**src/hdl/clock_ctrl_pkg.sv**
```systemverilog
// Package: register map, field layout, reset values and timing constants
package clock_ctrl_pkg;

    // ------------------------------------------------------------
    // Register offsets (byte addresses on the plain register port)
    // ------------------------------------------------------------
    localparam logic [7:0] OFF_PLL_CONTROL_STATUS = 8'h29;
    localparam logic [7:0] OFF_RC_OSCILLATOR_TRIM = 8'h30;
    localparam logic [7:0] OFF_SYSTEM_CLOCK_DIVIDER = 8'h31;
    localparam logic [7:0] OFF_CORE_CONTROL = 8'h32;

    // ------------------------------------------------------------
    // Field positions
    // ------------------------------------------------------------
    localparam int DIV_CHANGE_ENABLE_BIT = 7;
    localparam int PLL_FACTOR_LSB = 2;
    localparam int PLL_ENABLE_BIT = 1;
    localparam int PLL_LOCK_BIT = 0;
    localparam int CORE_PULLUP_OFF_BIT = 4;
    localparam int CORE_RESET_PIN_DISABLE_BIT = 3;
    localparam int CORE_RC_FREQ_SELECT_BIT = 2;
    localparam int CORE_VECTOR_SELECT_BIT = 1;
    localparam int CORE_VECTOR_CHANGE_BIT = 0;

    // ------------------------------------------------------------
    // Reset values and limits
    // ------------------------------------------------------------
    localparam logic [7:0] TRIM_FACTORY_DEFAULT = 8'h40; // Neutral default
    localparam logic [3:0] DIV_SELECT_FUSE_OFF = 4'h0;
    localparam logic [3:0] DIV_SELECT_FUSE_ON = 4'h3;
    localparam logic [3:0] PLL_FACTOR_RESET = 4'h4;
    localparam logic [3:0] DIV_SELECT_MAX = 4'h8;
    localparam logic [3:0] PLL_FACTOR_MIN = 4'h2;
    localparam logic [3:0] PLL_FACTOR_MAX = 4'h6;

    // ------------------------------------------------------------
    // Timing
    // ------------------------------------------------------------
    localparam logic [2:0] DIV_WINDOW_CYCLES = 3'h4;
    localparam logic [7:0] PLL_LOCK_CYCLES = 8'h40; // Lock settle count

endpackage : clock_ctrl_pkg

```
**src/hdl/clock_prescaler_pll_control.sv**
```systemverilog
// Clock prescaler, PLL control, RC trim and core control registers
//
// The strobed register port was chosen for this implementation.
`timescale 1ns/10ps

// Summary of operation
// - Trim register loads factory value at reset
// - Trim code monotonic, 0x00 lowest, 0x7F highest
// - Change enable sets only with others zero
// - Change enable clears after four cycles
// - Rewriting enable neither restarts nor clears window
// - Division select changes only inside open window
// - Division select resets from divide-by-eight fuse
// - Any division code accepted through the sequence
// - Division select sets power-of-two divisor
// - Divided clock enable is an output only; no register in this module uses it
// - Divider bits 6:4 read as zero
// - PLL factor selects multiplier N+2
// - PLL enable starts PLL and RC oscillator
// - PLL enable reads one when PLL clocks system
// - Lock flag sets once PLL has locked
// - PLL register reserved bits read zero
// - Core control bit 3 loads from fuse
// - RC select: zero 8 MHz, one 1 MHz
// - RC frequency select clears when RC disabled
// - Divisor change glitch-free, switches at period boundary
module clock_prescaler_pll_control (
    // Clock and reset
    input wire logic clk,
    input wire logic rst,
    // Register port
    input wire logic [7:0] regAddr,
    input wire logic [7:0] regWriteData,
    input wire logic regWrite,
    input wire logic regRead,
    output logic [7:0] regReadData,
    // Fuse levels, static pins
    input wire logic divideByEightFuse,
    input wire logic clockSelectFuseBit2,
    input wire logic [7:0] factoryTrim,
    // System status from the clock switch logic
    input wire logic pllIsSystemClock,
    input wire logic rcOscRequested,
    input wire logic pllRefLocked,
    // Clock control outputs
    output logic [7:0] trimCode,
    output logic [3:0] pllFactor,
    output logic pllRunning,
    output logic rcOscRunning,
    output logic rcFrequencySelect,
    output logic resetPinDisable,
    output logic systemClockEnable,
    output logic pllClockSafe
);

    // ------------------------------------------------------------
    // Input synchronisers
    // ------------------------------------------------------------
    logic [1:0] syncDiv8; // Fuse strap sync
    logic [1:0] syncCksel; // Fuse strap sync
    logic [1:0] syncPllSys; // PLL selected sync
    logic [1:0] syncRcReq; // RC requested sync
    logic [1:0] syncLock; // Lock detector sync
    logic [7:0] trimSyncA; // Factory trim, first stage
    logic [7:0] trimSyncB; // Factory trim, second stage

    // Two flops per asynchronous input
    always_ff @(posedge clk) begin
        if (rst) begin
            syncDiv8 <= 2'h0;
            syncCksel <= 2'h0;
            syncPllSys <= 2'h0;
            syncRcReq <= 2'h0;
            syncLock <= 2'h0;
            trimSyncA <= 8'h00;
            trimSyncB <= 8'h00;
        end else begin
            syncDiv8 <= {syncDiv8[0], divideByEightFuse};
            syncCksel <= {syncCksel[0], clockSelectFuseBit2};
            syncPllSys <= {syncPllSys[0], pllIsSystemClock};
            syncRcReq <= {syncRcReq[0], rcOscRequested};
            syncLock <= {syncLock[0], pllRefLocked};
            trimSyncA <= factoryTrim;
            trimSyncB <= trimSyncA;
        end
    end

    // ------------------------------------------------------------
    // Strap capture after reset release
    // ------------------------------------------------------------
    logic [1:0] strapCount; // Waits for sync chain to fill
    logic strapsLoaded; // Straps applied once

    // Counts two edges after release, then loads straps
    always_ff @(posedge clk) begin
        if (rst) begin
            strapCount <= 2'h0;
            strapsLoaded <= 1'b0;
        end else if (!strapsLoaded) begin
            strapCount <= strapCount + 2'h1;
            if (strapCount == 2'h2)
                strapsLoaded <= 1'b1;
        end
    end

    wire loadStraps = !strapsLoaded && (strapCount == 2'h2);

    // ------------------------------------------------------------
    // Address decode
    // ------------------------------------------------------------
    wire wrTrim = regWrite &&
        (regAddr == clock_ctrl_pkg::OFF_RC_OSCILLATOR_TRIM);
    wire wrDiv = regWrite &&
        (regAddr == clock_ctrl_pkg::OFF_SYSTEM_CLOCK_DIVIDER);
    wire wrPll = regWrite &&
        (regAddr == clock_ctrl_pkg::OFF_PLL_CONTROL_STATUS);
    wire wrCore = regWrite &&
        (regAddr == clock_ctrl_pkg::OFF_CORE_CONTROL);

    // ------------------------------------------------------------
    // Oscillator trim
    // ------------------------------------------------------------
    // Trim passes straight to the monotonic RC trim DAC
    always_ff @(posedge clk) begin
        if (rst)
            trimCode <= clock_ctrl_pkg::TRIM_FACTORY_DEFAULT;
        else if (loadStraps)
            trimCode <= trimSyncB;
        else if (wrTrim)
            trimCode <= regWriteData;
    end

    // ------------------------------------------------------------
    // Protected divider change
    // ------------------------------------------------------------
    logic changeEnable; // Window open flag
    logic [2:0] windowCount; // Cycles left in window
    logic [3:0] divisionSelect; // Active division code

    wire enableWrite = wrDiv &&
        regWriteData[clock_ctrl_pkg::DIV_CHANGE_ENABLE_BIT] &&
        (regWriteData[6:0] == 7'h00);
    wire selectWrite = wrDiv &&
        !regWriteData[clock_ctrl_pkg::DIV_CHANGE_ENABLE_BIT];

    // Window opens once, closes on timeout or select write
    always_ff @(posedge clk) begin
        if (rst) begin
            changeEnable <= 1'b0;
            windowCount <= 3'h0;
        end else if (changeEnable) begin
            if (selectWrite || windowCount == 3'h1) begin
                changeEnable <= 1'b0;
                windowCount <= 3'h0;
            end else begin
                windowCount <= windowCount - 3'h1;
            end
        end else if (enableWrite) begin
            changeEnable <= 1'b1;
            windowCount <= clock_ctrl_pkg::DIV_WINDOW_CYCLES;
        end
    end

    // Division code update inside open window only
    always_ff @(posedge clk) begin
        if (rst)
            divisionSelect <= clock_ctrl_pkg::DIV_SELECT_FUSE_OFF;
        else if (loadStraps)
            divisionSelect <= syncDiv8[1] ?
                clock_ctrl_pkg::DIV_SELECT_FUSE_ON :
                clock_ctrl_pkg::DIV_SELECT_FUSE_OFF;
        else if (selectWrite && changeEnable)
            divisionSelect <= regWriteData[3:0];
    end

    // ------------------------------------------------------------
    // Divider producing the system clock enable
    // ------------------------------------------------------------
    // Period in cycles minus one; reserved codes hold at 256
    function automatic logic [7:0] period_of(input logic [3:0] code);
        logic [3:0] c;
        c = (code > clock_ctrl_pkg::DIV_SELECT_MAX) ?
            clock_ctrl_pkg::DIV_SELECT_MAX : code;
        period_of = 8'((9'h001 << c) - 9'h001);
    endfunction

    logic [7:0] divCount; // Cycles within current period
    logic [3:0] appliedSelect; // Code taken at period boundary

    // New code applied only at end of a full period
    always_ff @(posedge clk) begin
        if (rst) begin
            divCount <= 8'h00;
            appliedSelect <= clock_ctrl_pkg::DIV_SELECT_FUSE_OFF;
            systemClockEnable <= 1'b0;
        end else begin
            systemClockEnable <= (divCount == 8'h00);
            if (divCount >= period_of(appliedSelect)) begin
                divCount <= 8'h00;
                appliedSelect <= divisionSelect;
            end else begin
                divCount <= divCount + 8'h01;
            end
        end
    end

    // ------------------------------------------------------------
    // PLL control
    // ------------------------------------------------------------
    logic pllEnableBit; // Software enable
    logic [7:0] lockCount; // Settling counter
    logic pllLocked; // Lock flag

    // Factor and enable written by software
    always_ff @(posedge clk) begin
        if (rst) begin
            pllFactor <= clock_ctrl_pkg::PLL_FACTOR_RESET;
            pllEnableBit <= 1'b0;
        end else if (wrPll) begin
            pllFactor <= regWriteData[5:2];
            pllEnableBit <= regWriteData[clock_ctrl_pkg::PLL_ENABLE_BIT];
        end
    end

    wire pllOn = pllEnableBit || syncPllSys[1];

    // PLL and its RC reference run while enabled
    always_ff @(posedge clk) begin
        if (rst) begin
            pllRunning <= 1'b0;
            rcOscRunning <= 1'b0;
        end else begin
            pllRunning <= pllOn;
            rcOscRunning <= pllOn || syncRcReq[1];
        end
    end

    // Lock once reference locked and settling elapsed
    always_ff @(posedge clk) begin
        if (rst || !pllOn || !syncLock[1]) begin
            lockCount <= 8'h00;
            pllLocked <= 1'b0;
            pllClockSafe <= 1'b0;
        end else if (lockCount == clock_ctrl_pkg::PLL_LOCK_CYCLES) begin
            pllLocked <= 1'b1;
            pllClockSafe <= 1'b1;
        end else begin
            lockCount <= lockCount + 8'h01;
        end
    end

    // ------------------------------------------------------------
    // Core control
    // ------------------------------------------------------------
    logic [2:0] coreMisc; // Pull-up off, vector select, vector change

    // Fuse strap, RC select with hardware clear
    always_ff @(posedge clk) begin
        if (rst) begin
            resetPinDisable <= 1'b0;
            rcFrequencySelect <= 1'b0;
            coreMisc <= 3'h0;
        end else begin
            if (loadStraps)
                resetPinDisable <= syncCksel[1];
            else if (wrCore)
                resetPinDisable <= regWriteData[3];
            if (!rcOscRunning)
                rcFrequencySelect <= 1'b0;
            else if (wrCore)
                rcFrequencySelect <= regWriteData[2];
            if (wrCore)
                coreMisc <= {regWriteData[4], regWriteData[1:0]};
        end
    end

    // ------------------------------------------------------------
    // Read data, one cycle after the strobe
    // ------------------------------------------------------------
    always_ff @(posedge clk) begin
        if (rst)
            regReadData <= 8'h00;
        else if (regRead) begin
            unique case (regAddr)
                clock_ctrl_pkg::OFF_RC_OSCILLATOR_TRIM:
                    regReadData <= trimCode;
                clock_ctrl_pkg::OFF_SYSTEM_CLOCK_DIVIDER:
                    regReadData <= {changeEnable, 3'h0,
                        divisionSelect};
                clock_ctrl_pkg::OFF_PLL_CONTROL_STATUS:
                    regReadData <= {2'h0, pllFactor, pllOn,
                        pllLocked};
                clock_ctrl_pkg::OFF_CORE_CONTROL:
                    regReadData <= {3'h0, coreMisc[2], resetPinDisable,
                        rcFrequencySelect, coreMisc[1:0]};
                default:
                    regReadData <= 8'h00;
            endcase
        end else
            regReadData <= 8'h00;
    end

    // ------------------------------------------------------------
    // Checks
    // ------------------------------------------------------------
    chk_window_closes: assert property (@(posedge clk)
        disable iff (rst) $rose(changeEnable) |-> ##[1:4] !changeEnable)
        else $error("change window open too long");
    chk_window_opens_clean: assert property (@(posedge clk)
        disable iff (rst) $rose(changeEnable) |-> $past(enableWrite))
        else $error("window opened without clean enable write");
    chk_rewrite_no_restart: assert property (@(posedge clk)
        disable iff (rst)
        (changeEnable && enableWrite && windowCount > 3'h1)
        |=> changeEnable && windowCount == $past(windowCount) - 3'h1)
        else $error("enable rewrite disturbed window");
    chk_select_guarded: assert property (@(posedge clk)
        disable iff (rst)
        (divisionSelect != $past(divisionSelect) && !$past(loadStraps))
        |-> $past(changeEnable && selectWrite))
        else $error("division changed outside window");
    chk_div_reads_zero: assert property (@(posedge clk)
        disable iff (rst)
        $past(regRead && regAddr == clock_ctrl_pkg::OFF_SYSTEM_CLOCK_DIVIDER)
        |-> regReadData[6:4] == 3'h0)
        else $error("divider reserved bits nonzero");
    // Lock bit compared with the flag as it stood at the strobe
    chk_pll_reserved: assert property (@(posedge clk)
        disable iff (rst)
        $past(regRead && regAddr == clock_ctrl_pkg::OFF_PLL_CONTROL_STATUS)
        |-> regReadData[7:6] == 2'h0 && regReadData[0] == $past(pllLocked))
        else $error("pll register read wrong");
    // Enable output lags the applied code by one cycle
    chk_enable_pulse: assert property (@(posedge clk)
        disable iff (rst)
        systemClockEnable && $past(appliedSelect) == 4'h1
        |=> !systemClockEnable)
        else $error("enable pulse too long for divide two");
    chk_rc_cleared: assert property (@(posedge clk)
        disable iff (rst) !rcOscRunning |=> !rcFrequencySelect)
        else $error("rc select held while oscillator off");
    chk_lock_needs_pll: assert property (@(posedge clk)
        disable iff (rst) pllLocked |-> $past(pllOn))
        else $error("lock without enabled pll");

    // ------------------------------------------------------------
    // Register path checks
    // ------------------------------------------------------------
    // Software trim write lands unless straps load that cycle
    chk_trim_written: assert property (@(posedge clk)
        disable iff (rst)
        wrTrim && !loadStraps |=> trimCode == $past(regWriteData))
        else $error("trim write lost");
    // A dirty enable write leaves the window shut
    chk_enable_dirty: assert property (@(posedge clk)
        disable iff (rst)
        wrDiv && regWriteData[7] && regWriteData[6:0] != 7'h00 &&
        !changeEnable |=> !changeEnable)
        else $error("window opened by dirty write");
    // Strap load picks the fused division code
    chk_strap_division: assert property (@(posedge clk)
        disable iff (rst)
        $past(loadStraps) |-> divisionSelect == ($past(syncDiv8[1]) ?
        clock_ctrl_pkg::DIV_SELECT_FUSE_ON :
        clock_ctrl_pkg::DIV_SELECT_FUSE_OFF))
        else $error("division reset value wrong");
    // Enable bit reads one while the PLL clocks the system
    chk_pll_sys_read: assert property (@(posedge clk)
        disable iff (rst)
        $past(regRead && regAddr == clock_ctrl_pkg::OFF_PLL_CONTROL_STATUS &&
        syncPllSys[1]) |-> regReadData[1])
        else $error("pll enable low while pll clocks");
    // Software enable starts the PLL and its reference
    chk_pll_runs: assert property (@(posedge clk)
        disable iff (rst) pllEnableBit |=> pllRunning && rcOscRunning)
        else $error("pll or reference not started");
    // Frequency select write taken while the RC runs
    chk_rc_select_write: assert property (@(posedge clk)
        disable iff (rst)
        wrCore && rcOscRunning
        |=> rcFrequencySelect == $past(regWriteData[2]))
        else $error("rc select write lost");

endmodule // clock_prescaler_pll_control

```
**config.mk**
```make
export PLATFORM = sky130hd
export DESIGN_NAME = clock_prescaler_pll_control
export DESIGN_NICKNAME = d
export VERILOG_FILES = /design/src/hdl/clock_ctrl_pkg.sv /design/src/hdl/clock_prescaler_pll_control.sv
export SDC_FILE = /design/constraint.sdc
export NUM_CORES = 1
export LEC_CHECK = 0
export ABC_AREA = 1
export BUFFER_PORTS_ARGS = -buffer_cell sky130_fd_sc_hd__buf_2
export CORE_ASPECT_RATIO = 1.75
export CORE_UTILIZATION = 40
export CTS_CLUSTER_SIZE = 28
export DETAILED_ROUTE_END_ITERATION = 6
export PLACE_DENSITY = 0.67
export SLEW_MARGIN = 20
export SYNTH_ARGS = -nofsm -noshare
export SYNTH_HDL_FRONTEND = slang
export SYNTH_SLANG_ARGS = --single-unit
```
**constraint.sdc**
```tcl
create_clock -name clk -period 2.3 [get_ports clk]
set_input_delay 0.575 -clock clk [delete_from_list [all_inputs] [get_ports clk]]
set_output_delay 0.575 -clock clk [all_outputs]
set_load 0.02 [all_outputs]
```
### Yosys cells after proc, flatten, opt, wreduce, memory -nomap -nowiden

Cells that the tools add are included.
W data, S select, Z words.

| storage, ports and cells | value |
|---|---|
| word-level logic and storage cells | 87 |
| input bits | 33 |
| flip-flop bits (word level) | 87 |

| operators by class | value |
|---|---|
| add/sub/neg operators | 5 |
| bitwise operators | 2 |
| order comparisons | 2 |
| reduce and logical (&&, ||, !) cells | 27 |
| mux-type cells | 17 |
| equal/unequal tests | 7 |
| shifts and indexed selects | 1 |

Operators by type and width:

| kind | number |
|---|---|
| $eq A8 B6 Y1 const B | 4 |
| $pmux W8 S4 | 1 |
| $add A8 B1 Y8 const B | 2 |
| $mux W8 | 2 |
| $mux W4 | 3 |
| $logic_and A1 B1 Y1 | 9 |
| $mux W3 | 3 |
| $eq A8 B7 Y1 const B | 1 |
| $ge A8 B8 Y1 | 1 |
| $logic_not A8 Y1 | 1 |
| $reduce_bool A2 Y1 | 4 |
| $shl A1 B4 Y8 const A | 1 |
| $sub A8 B1 Y8 const B | 1 |
| $logic_not A7 Y1 | 1 |
| $mux W1 | 7 |
| $reduce_or A2 Y1 | 3 |
| $logic_or A1 B1 Y1 | 5 |
| $gt A4 B4 Y1 const B | 1 |
| $logic_not A1 Y1 | 4 |
| $eq A3 B1 Y1 const B | 1 |
| $sub A3 B1 Y3 const B | 1 |
| $add A2 B1 Y2 const B | 1 |
| $eq A2 B2 Y1 const B | 1 |
| $mux W2 | 1 |
| $not A1 Y1 | 2 |

### Logic depth before layout (Yosys ltp)

Gate-level depths: netlist (run 1).

| logic depth | value |
|---|---|
| depth in word-level cells | 6 |
| gate-level depth with buffers | 14 |

### Least setup slack after synthesis (run 1)

OpenSTA, ideal clock, no wires.

| timing path | value |
|---|---|
| path kind | flip-flop to flip-flop |
| start point | register appliedSelect[3] |
| end point | register divCount[7] |
| arrival time | 1.990 ns |
| stages on the path, launching flop included | 15 |
| path slack | 0.245 ns |
| cells stage by stage | dfxtp_1 -> nor2_1 -> nand3_1 -> ha_1 -> xnor2_1 -> inv_1 -> ha_1 -> nand2_1 -> inv_1 -> nand2_1 -> nand2_1 -> nand2_1 -> and2_1 -> nand2_1 -> nor2_1 |

| between the ends | value |
|---|---|
| longest elaborated chain between the ends | 6 |

Ends and longest elaborated chain:

| element | RTL line | source |
|---|---|---|
| start, declared | clock_prescaler_pll_control.sv:188 | `logic [3:0] appliedSelect;` |
| start signal, assigned | clock_prescaler_pll_control.sv:194 | `appliedSelect <= clock_ctrl_pkg::DIV_SELECT_FUSE_OFF;` |
| start signal, assigned | clock_prescaler_pll_control.sv:200 | `appliedSelect <= divisionSelect;` |
| $gt A4 B4 Y1 | clock_prescaler_pll_control.sv:182 | `c = (code > clock_ctrl_pkg::DIV_SELECT_MAX) ?` |
| $mux W4 * | clock_prescaler_pll_control.sv:182 |  |
| $shl A1 B4 Y8 * | clock_prescaler_pll_control.sv:184 | `period_of = 8'((9'h001 << c) - 9'h001);` |
| $sub A8 B1 Y8 * | clock_prescaler_pll_control.sv:184 |  |
| $ge A8 B8 Y1 * | clock_prescaler_pll_control.sv:198 | `if (divCount >= period_of(appliedSelect)) begin` |
| $reduce_or A2 Y1 (no line) * | - |  |
| end signal, assigned | clock_prescaler_pll_control.sv:202 | `divCount <= divCount + 8'h01;` |
| end, declared | clock_prescaler_pll_control.sv:187 | `logic [7:0] divCount;` |

Mark *: on every way between the ends. The rest lies on a longest branch, timed or not.
A chain may end at the register's enable or synchronous reset.

### Worst setup path in the final report (run 1)

| timing path | value |
|---|---|
| start point | register appliedSelect[1] |
| end point | register appliedSelect[1] |

| between the ends | value |
|---|---|
| longest elaborated chain between the ends | 5 |

Ends and longest elaborated chain:

| element | RTL line |
|---|---|
| $gt A4 B4 Y1 | clock_prescaler_pll_control.sv:182 |
| $mux W4 * | clock_prescaler_pll_control.sv:182 |
| $shl A1 B4 Y8 * | clock_prescaler_pll_control.sv:184 |
| $sub A8 B1 Y8 * | clock_prescaler_pll_control.sv:184 |
| $ge A8 B8 Y1 * | clock_prescaler_pll_control.sv:198 |

Marks and branches as above.

==> out/summary.txt, run 1 <==
outcome - finished clean
setup slack after layout - 0.189 ns
syn_nets - 573
Post-Route WL - 8750 um
worst-margin pin slew - 0.482 ns
initial DRC count - 96
final hold violation count - 0
Pleak - 2.11 nW
I/O pins - 59
clk_skew - 0.00610 ns
final setup violating endpoints - 0
initial core utilization - 41.0%
Seq/Total Area, Yosys - 45.1%
area delta synth->final - 18.1%
TritonCTS clock tree - yes
Core Region - 0.00941 mm2
vias in the first global route - 3266
Rows - 47
Post-DP HPWL - 6770 um
Critical Path AT - 2.34 ns
die width - 76.3 um
port bufs - 58
DR WL/cell - 12.3 um
via count - 3364
GRT Residual Overflow - 0
PostCTS Resize Cnt - 0
clock latency on the worst-skew pair - 0.34 ns
top-area cell type share of the netlist area - 45.1%
RSZ-0062 raised after global routing - no
hold buffer count at cts - 0
Hold Crit Class - reg2reg
worst setup path class - reg2reg
crit end category - register
drt first pass iters - 7
Tcrit/Tclk final - 91.8%
initial antenna violation count - 0
post-route ant nets - 0
Cell variety after synth - 33
most frequent cells in the layout - nor2_1, nand2_1, dfxtp_1
yosys warns - 0
Max-slew headroom - 67.9%
syn avg cell area - 7.37 um2
final cell count without fillers - 711
Yosys reg bits - 87
# DRC - 0
Inst Count DP - 695
first-pass GRT wire length - 14500 um
largest net degree at the start of global routing - 29
Netlist Area Pre-Place - 0.00386 mm2
fraction of layout cells with a size suffix above 1 - 17.7%
CTS Root Buffer Type - clkbuf_16
WP data required - 2.53 ns
Clock Path Buffers - 2
Tmin final - 2.11 ns
overall routing resource usage - 18.3%
RD Place Congestion - 0.886
Die ar. - 0.0101 mm2
Antenna Diode Count - 0
Yosys top cell by area - dfxtp_1
number of max-cap violations - 0
clk sinks - 87
Fmax - 0.474 GHz
Die H - 132 um
nature of the critical path startpoint - register
post-synthesis cell count - 524
Tot Pwr - 4.11 mW
PwrDens - 901 mW/mm2
Max FO, Critical Path - 5
final setup TNS - 0 ns
leading cell type in the layout, fill and taps excluded - nor2_1
clock buffer count from CTS - 9
H-tree depth - 3
final-stage net count - 633
Post-CTS Setup Bufs - 0
Place WS - 0.0233 ns
Reg clk slew, reported paths - 0.06 ns
max-slew violations - 0
synth top area cells - dfxtp_1, nor2_1, nand2_1
vias per cell - 4.73
peak supply drop - 0.000498 V
==> through the flow <==
step	area, um2	util [%]	hold slack, ns
6_report	4560	48.4	0.400
5_1_grt	4560	48.4	0.411
4_1_cts	4530	48.2	0.401
3_5_place_dp	4260	45.2	0.393
3_3_place_gp	4260	45.2	0.391
2_1_floorplan	3860	-	0.388
==> synthesized netlist by cell type, drive strengths merged <==
cell type	count
a211oi	1
a21oi	27
and2	1
buf	6
clkbuf	6
dfxtp	87
ha	16
inv	76
nand2	98
nand3	46
nand3b	1
nand4	3
nor2	110
nor3	7
nor4	1
o211ai	1
o21a	1
o21ai	20
or2	1
or3	1
xnor2	7
xor2	7
==> final cells by class <==
type / count / area, um2
clock buffers: 11 / 243
fillers: 942 / 4850
well taps: 122 / 153
inverters: 76 / 285
multi-input cells: 349 / 1780
clock inverters: 5 / 33.8
repair buffers: 61 / 313
flip-flops and latches: 87 / 1750
==> metal layers <==
metal  vias to the layer above  wire length [um]  GRT usage [%]
met2                        90              4570           33.3
met4                         0               611           15.5
li1                       1758                 -              -
met1                      1471              3230           17.2
met5                         -                 0              0
met3                        45               333           3.74
==> kinds of logic (layout without fill, tap and decap cells) <==
family,count (synthesis),count (layout),share of synthesized area [%]
DFF,87,87,45.1
buffers and inverters,88,153,9.17
AOI/OAI and AO/OA,50,50,6.68
and+or+nand+nor,269,269,30.7
xor gates and xnor gates,14,14,3.18
adders and majority gates,16,16,5.19
==> final timing paths <==
path / startpoint / to / slack (ns) / depth (start not counted)
min reg2reg: syncCksel[0]$_SDFF_PP0_ / syncCksel[1]$_SDFF_PP0_ / 0.40 / 2
max: appliedSelect[1]$_SDFFE_PP0P_ / appliedSelect[1]$_SDFFE_PP0P_ / 0.19 / 15
min: syncCksel[0]$_SDFF_PP0_ / syncCksel[1]$_SDFF_PP0_ / 0.40 / 2
max reg2reg: appliedSelect[1]$_SDFFE_PP0P_ / appliedSelect[1]$_SDFFE_PP0P_ / 0.19 / 15
==> worst max-delay path: stages, from the launching register on <==
cell and delay [ns]:
dfxtp_2 0.34, nor2_4 0.14, nand3_1 0.09, ha_1 0.22
xnor2_1 0.15, inv_1 0.06, ha_1 0.26, nand2_1 0.05
inv_1 0.05, nand2_1 0.04, nand2_1 0.06, nand2_2 0.08
and2_1 0.17, buf_4 0.15, nor2_1 0.09, nor2_1 0.04
==> report_power, final <==
group / total [mW] / switching, mW / leakage (nW) / internal, mW
logic: 1.02 / 0.638 / 1.26 / 0.377
clock network: 1.34 / 0.582 / 0.132 / 0.759
registers: 1.75 / 0.102 / 0.711 / 1.65
==> sequential cells by signal (all words and copies together) (netlist names), 3 cells and up <==
name,cells
divCount,8
lockCount,8
regReadData,8
trimCode,8
trimSyncA,8
trimSyncB,8
appliedSelect,4
divisionSelect,4
pllFactor,4
coreMisc,3
windowCount,3
Power figures use the tool's default switching activity.
==> inputs of run 2 (changes only) <==
==> constraint.sdc (replaced) <==
create_clock -name clk -period 2.3 [get_ports clk]
set_input_delay 0.23 -clock clk [delete_from_list [all_inputs] [get_ports clk]]
set_output_delay 0.23 -clock clk [all_outputs]
set_load 0.02 [all_outputs]
==> run 2 against run 1 <==
Compared with the run above: worst setup slack better by 0.049 ns; largest cell class unchanged; clock power up 18%; critical path depth stayed put; die area stayed put; critical endpoint is now appliedSelect[2]$_SDFFE_PP0P_; non-clock buffer count up 1; register-to-register slack better by 0.05 ns; via count down 0.33%; highest routed layer unchanged; flip-flop and latch count did not move; global-route usage rose by 0.44 points; design area grew 1.4%; largest power group unchanged; first-iteration DRC count rose by 1.0%; fmax increased by 2.4%.
==> out/summary.txt, run 2 (synthesis results as in run 1) <==
outcome - finished clean
worst setup path class - reg2reg
TritonCTS clock tree - yes
WHS - 0.0890 ns
Die H - 132 um
clock buffer count from CTS - 9
Hold Crit Class - in2reg
Max FO, Critical Path - 5
# DRC - 0
vias in the first global route - 3316
clk_skew - 0.00768 ns
WP data required - 2.53 ns
RR Startpoint - appliedSelect[1]$_SDFFE_PP0P_
via count - 3353
Clock Path Buffers - 2
first-pass GRT wire length - 14800 um
setup slack after layout - 0.237 ns
min-delay src - clockSelectFuseBit2
overall routing resource usage - 18.7%
Antenna Diode Count - 0
slowest cell on the critical path - dfxtp_2
Rows - 47
initial antenna violation count - 0
max-slew violations - 0
Tcrit/Tclk final - 89.7%
largest net degree at the start of global routing - 43
RSZ-0062 raised after global routing - no
leading cell type in the layout, fill and taps excluded - nor2_1
number of max-cap violations - 0
CTS Root Buffer Type - clkbuf_16
I/O pins - 59
Critical Path Max Stage Delay - 0.35 ns
post-route ant nets - 0
Critical Path AT - 2.30 ns
Post-CTS Setup Bufs - 0
clk sinks - 87
clock latency on the worst-skew pair - 0.34 ns
final-stage net count - 634
initial DRC count - 97
final cell count without fillers - 712
final hold violation count - 0
PwrDens - 945 mW/mm2
Fmax - 0.485 GHz
crit end category - register
beginning of the critical path - appliedSelect[1]$_SDFFE_PP0P_
vias per cell - 4.71
fraction of layout cells with a size suffix above 1 - 18.3%
Inst Count DP - 696
Max-slew headroom - 67.6%
die width - 76.3 um
worst-margin pin slew - 0.486 ns
Die ar. - 0.0101 mm2
Pleak - 2.15 nW
port bufs - 58
Finished Core Util - 49.1%
CP bufs+invs - 3
DR WL/cell - 12.2 um
peak supply drop - 0.000540 V
initial core utilization - 41.0%
RD Place Congestion - 0.926
critical-path cell list - nor2_4 -> nand3_1 -> ha_1 -> xnor2_1 -> inv_1 -> ha_1 -> nand2_1 -> inv_1 -> nand2_1 -> nand2_1 -> nand2_2 -> and2_4 -> buf_4 -> nor2_1 -> nor2_1
Tmin final - 2.06 ns
delay-heaviest family, CP - simple AND/OR/NAND/NOR gates
GRT Residual Overflow - 0
drt first pass iters - 4
Place WS - 0.0227 ns
H-tree depth - 3
Post-Route WL - 8720 um
nature of the critical path startpoint - register
CP most frequent cell - nand2_1
Core Region - 0.00941 mm2
most frequent cells in the layout - nor2_1, nand2_1, dfxtp_1
final setup violating endpoints - 0
final setup TNS - 0 ns
area delta synth->final - 19.7%
Post-DP HPWL - 6690 um
Reg clk slew, reported paths - 0.07 ns
[run 2: layout make-up]
| type | count | area [um2] |
|---|---|---|
| fillers | 948 | 4790 |
| clock buffers | 9 | 225 |
| inverters | 76 | 285 |
| clock inverters | 7 | 103 |
| well taps | 122 | 153 |
| multi-input cells | 349 | 1790 |
| flip-flops and latches | 87 | 1750 |
| repair buffers | 62 | 320 |
[run 2: worst paths after layout]
| path | slack, ns | to | cells past startpoint |
|---|---|---|---|
| worst max-delay path | 0.24 | appliedSelect[2]$_SDFFE_PP0P_ | 15 |
| worst min-delay path | 0.09 | syncCksel[0]$_SDFF_PP0_ | 3 |
| worst max register to register | 0.24 | appliedSelect[2]$_SDFFE_PP0P_ | 15 |
| worst min register to register | 0.40 | trimSyncB[2]$_SDFF_PP0_ | 2 |
[run 2: what timing repair did]
| item | 4_1_cts | 5_1_grt |
|---|---|---|
| endpoints found under the setup margin | 1 | 12 |
| resized for setup | 1 | 11 |
| gates cloned | 0 | 0 |
| pin swaps | 0 | 2 |
| hold buffers | 0 | 0 |
[run 2: metal layers]
metal | up-vias | GRT usage, % | part of all wire, %
met1 | 1477 | 17.0 | 37
met5 | - | 0 | 0
met3 | 38 | 4.15 | 3.5
met2 | 82 | 33.8 | 52
li1 | 1756 | - | -
met4 | 0 | 17.4 | 8.0
[run 2: tightest hold or removal path: cells and delay by family]
| kind | cells | cell delay (ns) |
|---|---|---|
| simple gates | 1 | 0.06 |
| buf+inv | 2 | 0.10 |
[run 2: where the power goes]
| part | internal, mW | switching, mW | total (mW) |
|---|---|---|---|
| sequential | 1.65 | 0.106 | 1.75 |
| combinational | 0.400 | 0.637 | 1.04 |
| clock | 0.966 | 0.611 | 1.58 |
| total | 3.01 | 1.35 | 4.37 |
[run 2: per-stage QoR]
step / total power, mW / area [um2]
floorplan: 2.49 / 3860
global placement: 2.74 / 4260
detailed placement: 2.78 / 4260
CTS: 4.37 / 4590
global route: 4.66 / 4620
finish: 4.37 / 4620
==> inputs of run 3 (changes only) <==
--- a/config.mk
+++ b/config.mk
@@ -8,10 +8,10 @@
 export ABC_AREA = 1
 export BUFFER_PORTS_ARGS = -buffer_cell sky130_fd_sc_hd__buf_2
 export CORE_ASPECT_RATIO = 1.75
-export CORE_UTILIZATION = 40
+export CORE_UTILIZATION = 55
 export CTS_CLUSTER_SIZE = 28
 export DETAILED_ROUTE_END_ITERATION = 6
-export PLACE_DENSITY = 0.67
+export PLACE_DENSITY = 0.85
 export SLEW_MARGIN = 20
 export SYNTH_ARGS = -nofsm -noshare
 export SYNTH_HDL_FRONTEND = slang
==> constraint.sdc (replaced) <==
create_clock -name clk -period 2.1 [get_ports clk]
set_input_delay 0.21 -clock clk [delete_from_list [all_inputs] [get_ports clk]]
set_output_delay 0.21 -clock clk [all_outputs]
set_load 0.02 [all_outputs]
==> run 3 against run 2 <==
Compared with the run above: clock power rose by 9%; via count rose by 3.7%; sequential share of layout area fell by 0.58 points; largest power group unchanged.
==> out/summary.txt, run 3 (synthesis results as in run 1) <==
initial core utilization - 56.7%
area delta synth->final - 21.7%
Fmax - 0.492 GHz
via count - 3477
DR WL/cell - 12.9 um
# DRC - 0
Hold EP - syncLock[0]$_SDFF_PP0_
I/O pins - 59
sequential share of power - 38.4%
nature of the critical path startpoint - register
clk sinks - 87
WP data required - 2.34 ns
largest net degree at the start of global routing - 26
TritonCTS clock tree - yes
Sw Ratio - 31.5%
final hold violation count - 0
most frequent cells in the layout - nor2_1, nand2_1, dfxtp_1
Tcrit/Tclk final - 96.7%
Place WS - -0.0859 ns
vias per cell - 5.11
Post-DP HPWL - 6490 um
RR Startpoint - appliedSelect[0]$_SDFFE_PP0P_
drt first pass iters - 5
P_int - 3.43 mW
crit end category - register
Die H - 113 um
Max-slew headroom - 56.5%
Die ar. - 0.00737 mm2
Tmin final - 2.03 ns
Pleak - 2.18 nW
outcome - finished clean
setup slack after layout - 0.0692 ns
Clock Path Buffers - 2
port bufs - 58
PwrDens - 1070 mW/mm2
peak supply drop - 0.000912 V
GRT Residual Overflow - 0
fraction of layout cells with a size suffix above 1 - 20.8%
CTS Root Buffer Type - clkbuf_16
placed inst area - 0.00426 mm2
min-delay src - pllRefLocked
max-slew violations - 0
Critical Path AT - 2.27 ns
final setup violating endpoints - 0
clock buffer count from CTS - 9
worst setup path class - reg2reg
RSZ-0062 raised after global routing - yes
worst-margin pin slew - 0.652 ns
FF-to-FF End - appliedSelect[0]$_SDFFE_PP0P_
first-pass GRT wire length - 14200 um
Combinational Power Share - 27.1%
Rows - 40
post-route ant nets - 0
Core Region - 0.00681 mm2
clock latency on the worst-skew pair - 0.34 ns
switching power total - 1.58 mW
overall routing resource usage - 25.0%
Reg clk slew, reported paths - 0.07 ns
RD Place Congestion - 0.907
fillers - 544
R2R cell count - 12
Hold Crit Class - in2reg
Max FO, Critical Path - 4
H-tree depth - 3
flop2flop setup slack - 0.07 ns
Clk pwr share - 34.5%
Post-Route WL - 8750 um
Hold Path Depth - 3
Antenna Diode Count - 0
initial DRC count - 168
clk_skew - 0.00901 ns
final-stage net count - 641
Inst Count DP - 664
final cell count without fillers - 681
vias in the first global route - 3367
Final Cell Area - 0.00470 mm2
leading cell type in the layout, fill and taps excluded - nor2_1
die width - 65.3 um
number of max-cap violations - 0
initial antenna violation count - 0
run 3: changes by cell type in the layout (fill, tap and decap cells not counted), sizes merged:
cell | previous run | this run
buf | 62 | 69
clkinvlp | 0 | 2
clkinv | 2 | 1
clkbuf | 9 | 10
inv | 79 | 77
run 3: critical path, stage by stage (launching register included):
cell     delay [ns]
dfxtp_1        0.44
inv_2          0.08
nand3_2        0.10
ha_4           0.16
nand2_1        0.06
xnor2_1        0.13
ha_1           0.27
nand2_1        0.06
o21a_1         0.20
and2_4         0.17
buf_6          0.13
nor2_2         0.08
nor2_1         0.04
run 3: final cells by class:
cell class | instances | area [um2] | area share (%)
multi-input cells | 349 | 1850 | 39.4
inverters | 76 | 285 | 6.07
repair buffers | 69 | 377 | 8.02
clock buffers | 10 | 239 | 5.09
flip-flops and latches | 87 | 1750 | 37.2
clock inverters | 6 | 92.6 | 1.97
well taps | 84 | 105 | 2.24
run 3: worst max-delay path by stage:
stage | startpoint | end | slack [ns] | depth (start not counted)
5_1_grt | appliedSelect[1]$_SDFFE_PP0P_ | appliedSelect[2]$_SDFFE_PP0P_ | -0.05 | 15
2_1_floorplan | appliedSelect[3]$_SDFFE_PP0P_ | divCount[7]$_SDFF_PP0_ | 0.04 | 14
3_5_place_dp | appliedSelect[1]$_SDFFE_PP0P_ | divCount[6]$_SDFF_PP0_ | -0.09 | 14
3_3_place_gp | appliedSelect[1]$_SDFFE_PP0P_ | divCount[7]$_SDFF_PP0_ | 0.01 | 14
4_1_cts | appliedSelect[3]$_SDFFE_PP0P_ | appliedSelect[3]$_SDFFE_PP0P_ | 0.03 | 15
6_report | appliedSelect[0]$_SDFFE_PP0P_ | appliedSelect[0]$_SDFFE_PP0P_ | 0.07 | 12
run 3: timing repair:
| item | CTS | global route |
|---|---|---|
| hold buffers | 0 | 0 |
| buffers inserted | 0 | 1 |
| gates resized for setup | 6 | 21 |
| gates cloned | 0 | 0 |
| hold endpoints to repair | 0 | 0 |
| pin swaps | 2 | 7 |
| endpoints found under the setup margin | 12 | 12 |
run 3: through the flow:
stage / TNS [ns] / hold WS (ns) / utilization [%] / power (mW)
floorplan: 0 / 0.317 / - / 2.72
global placement: 0 / 0.391 / 62.6 / 3.05
detailed placement: -0.587 / 0.392 / 62.6 / 3.09
CTS: 0 / 0.0718 / 67.8 / 4.84
global route: -0.338 / 0.0849 / 69.0 / 5.26
finish: 0 / 0.0746 / 69.0 / 5.01
run 3: power by group through the flow:
stage	Clock, mW	Combinational [mW]	Sequential [mW]
after floorplan	0	0.733	1.99
after global placement	0	1.12	1.94
after detailed placement	0	1.15	1.94
after CTS	1.74	1.18	1.91
after global routing	1.81	1.51	1.94
final	1.73	1.36	1.92
run 3: layer usage:
layer | up-vias | routed length (um) | track usage, %
met1 | 1578 | 3320 | 25.2
met4 | 0 | 278 | 13.0
met5 | - | 0 | 0
met3 | 22 | 465 | 5.54
met2 | 112 | 4690 | 45.9
li1 | 1765 | - | -
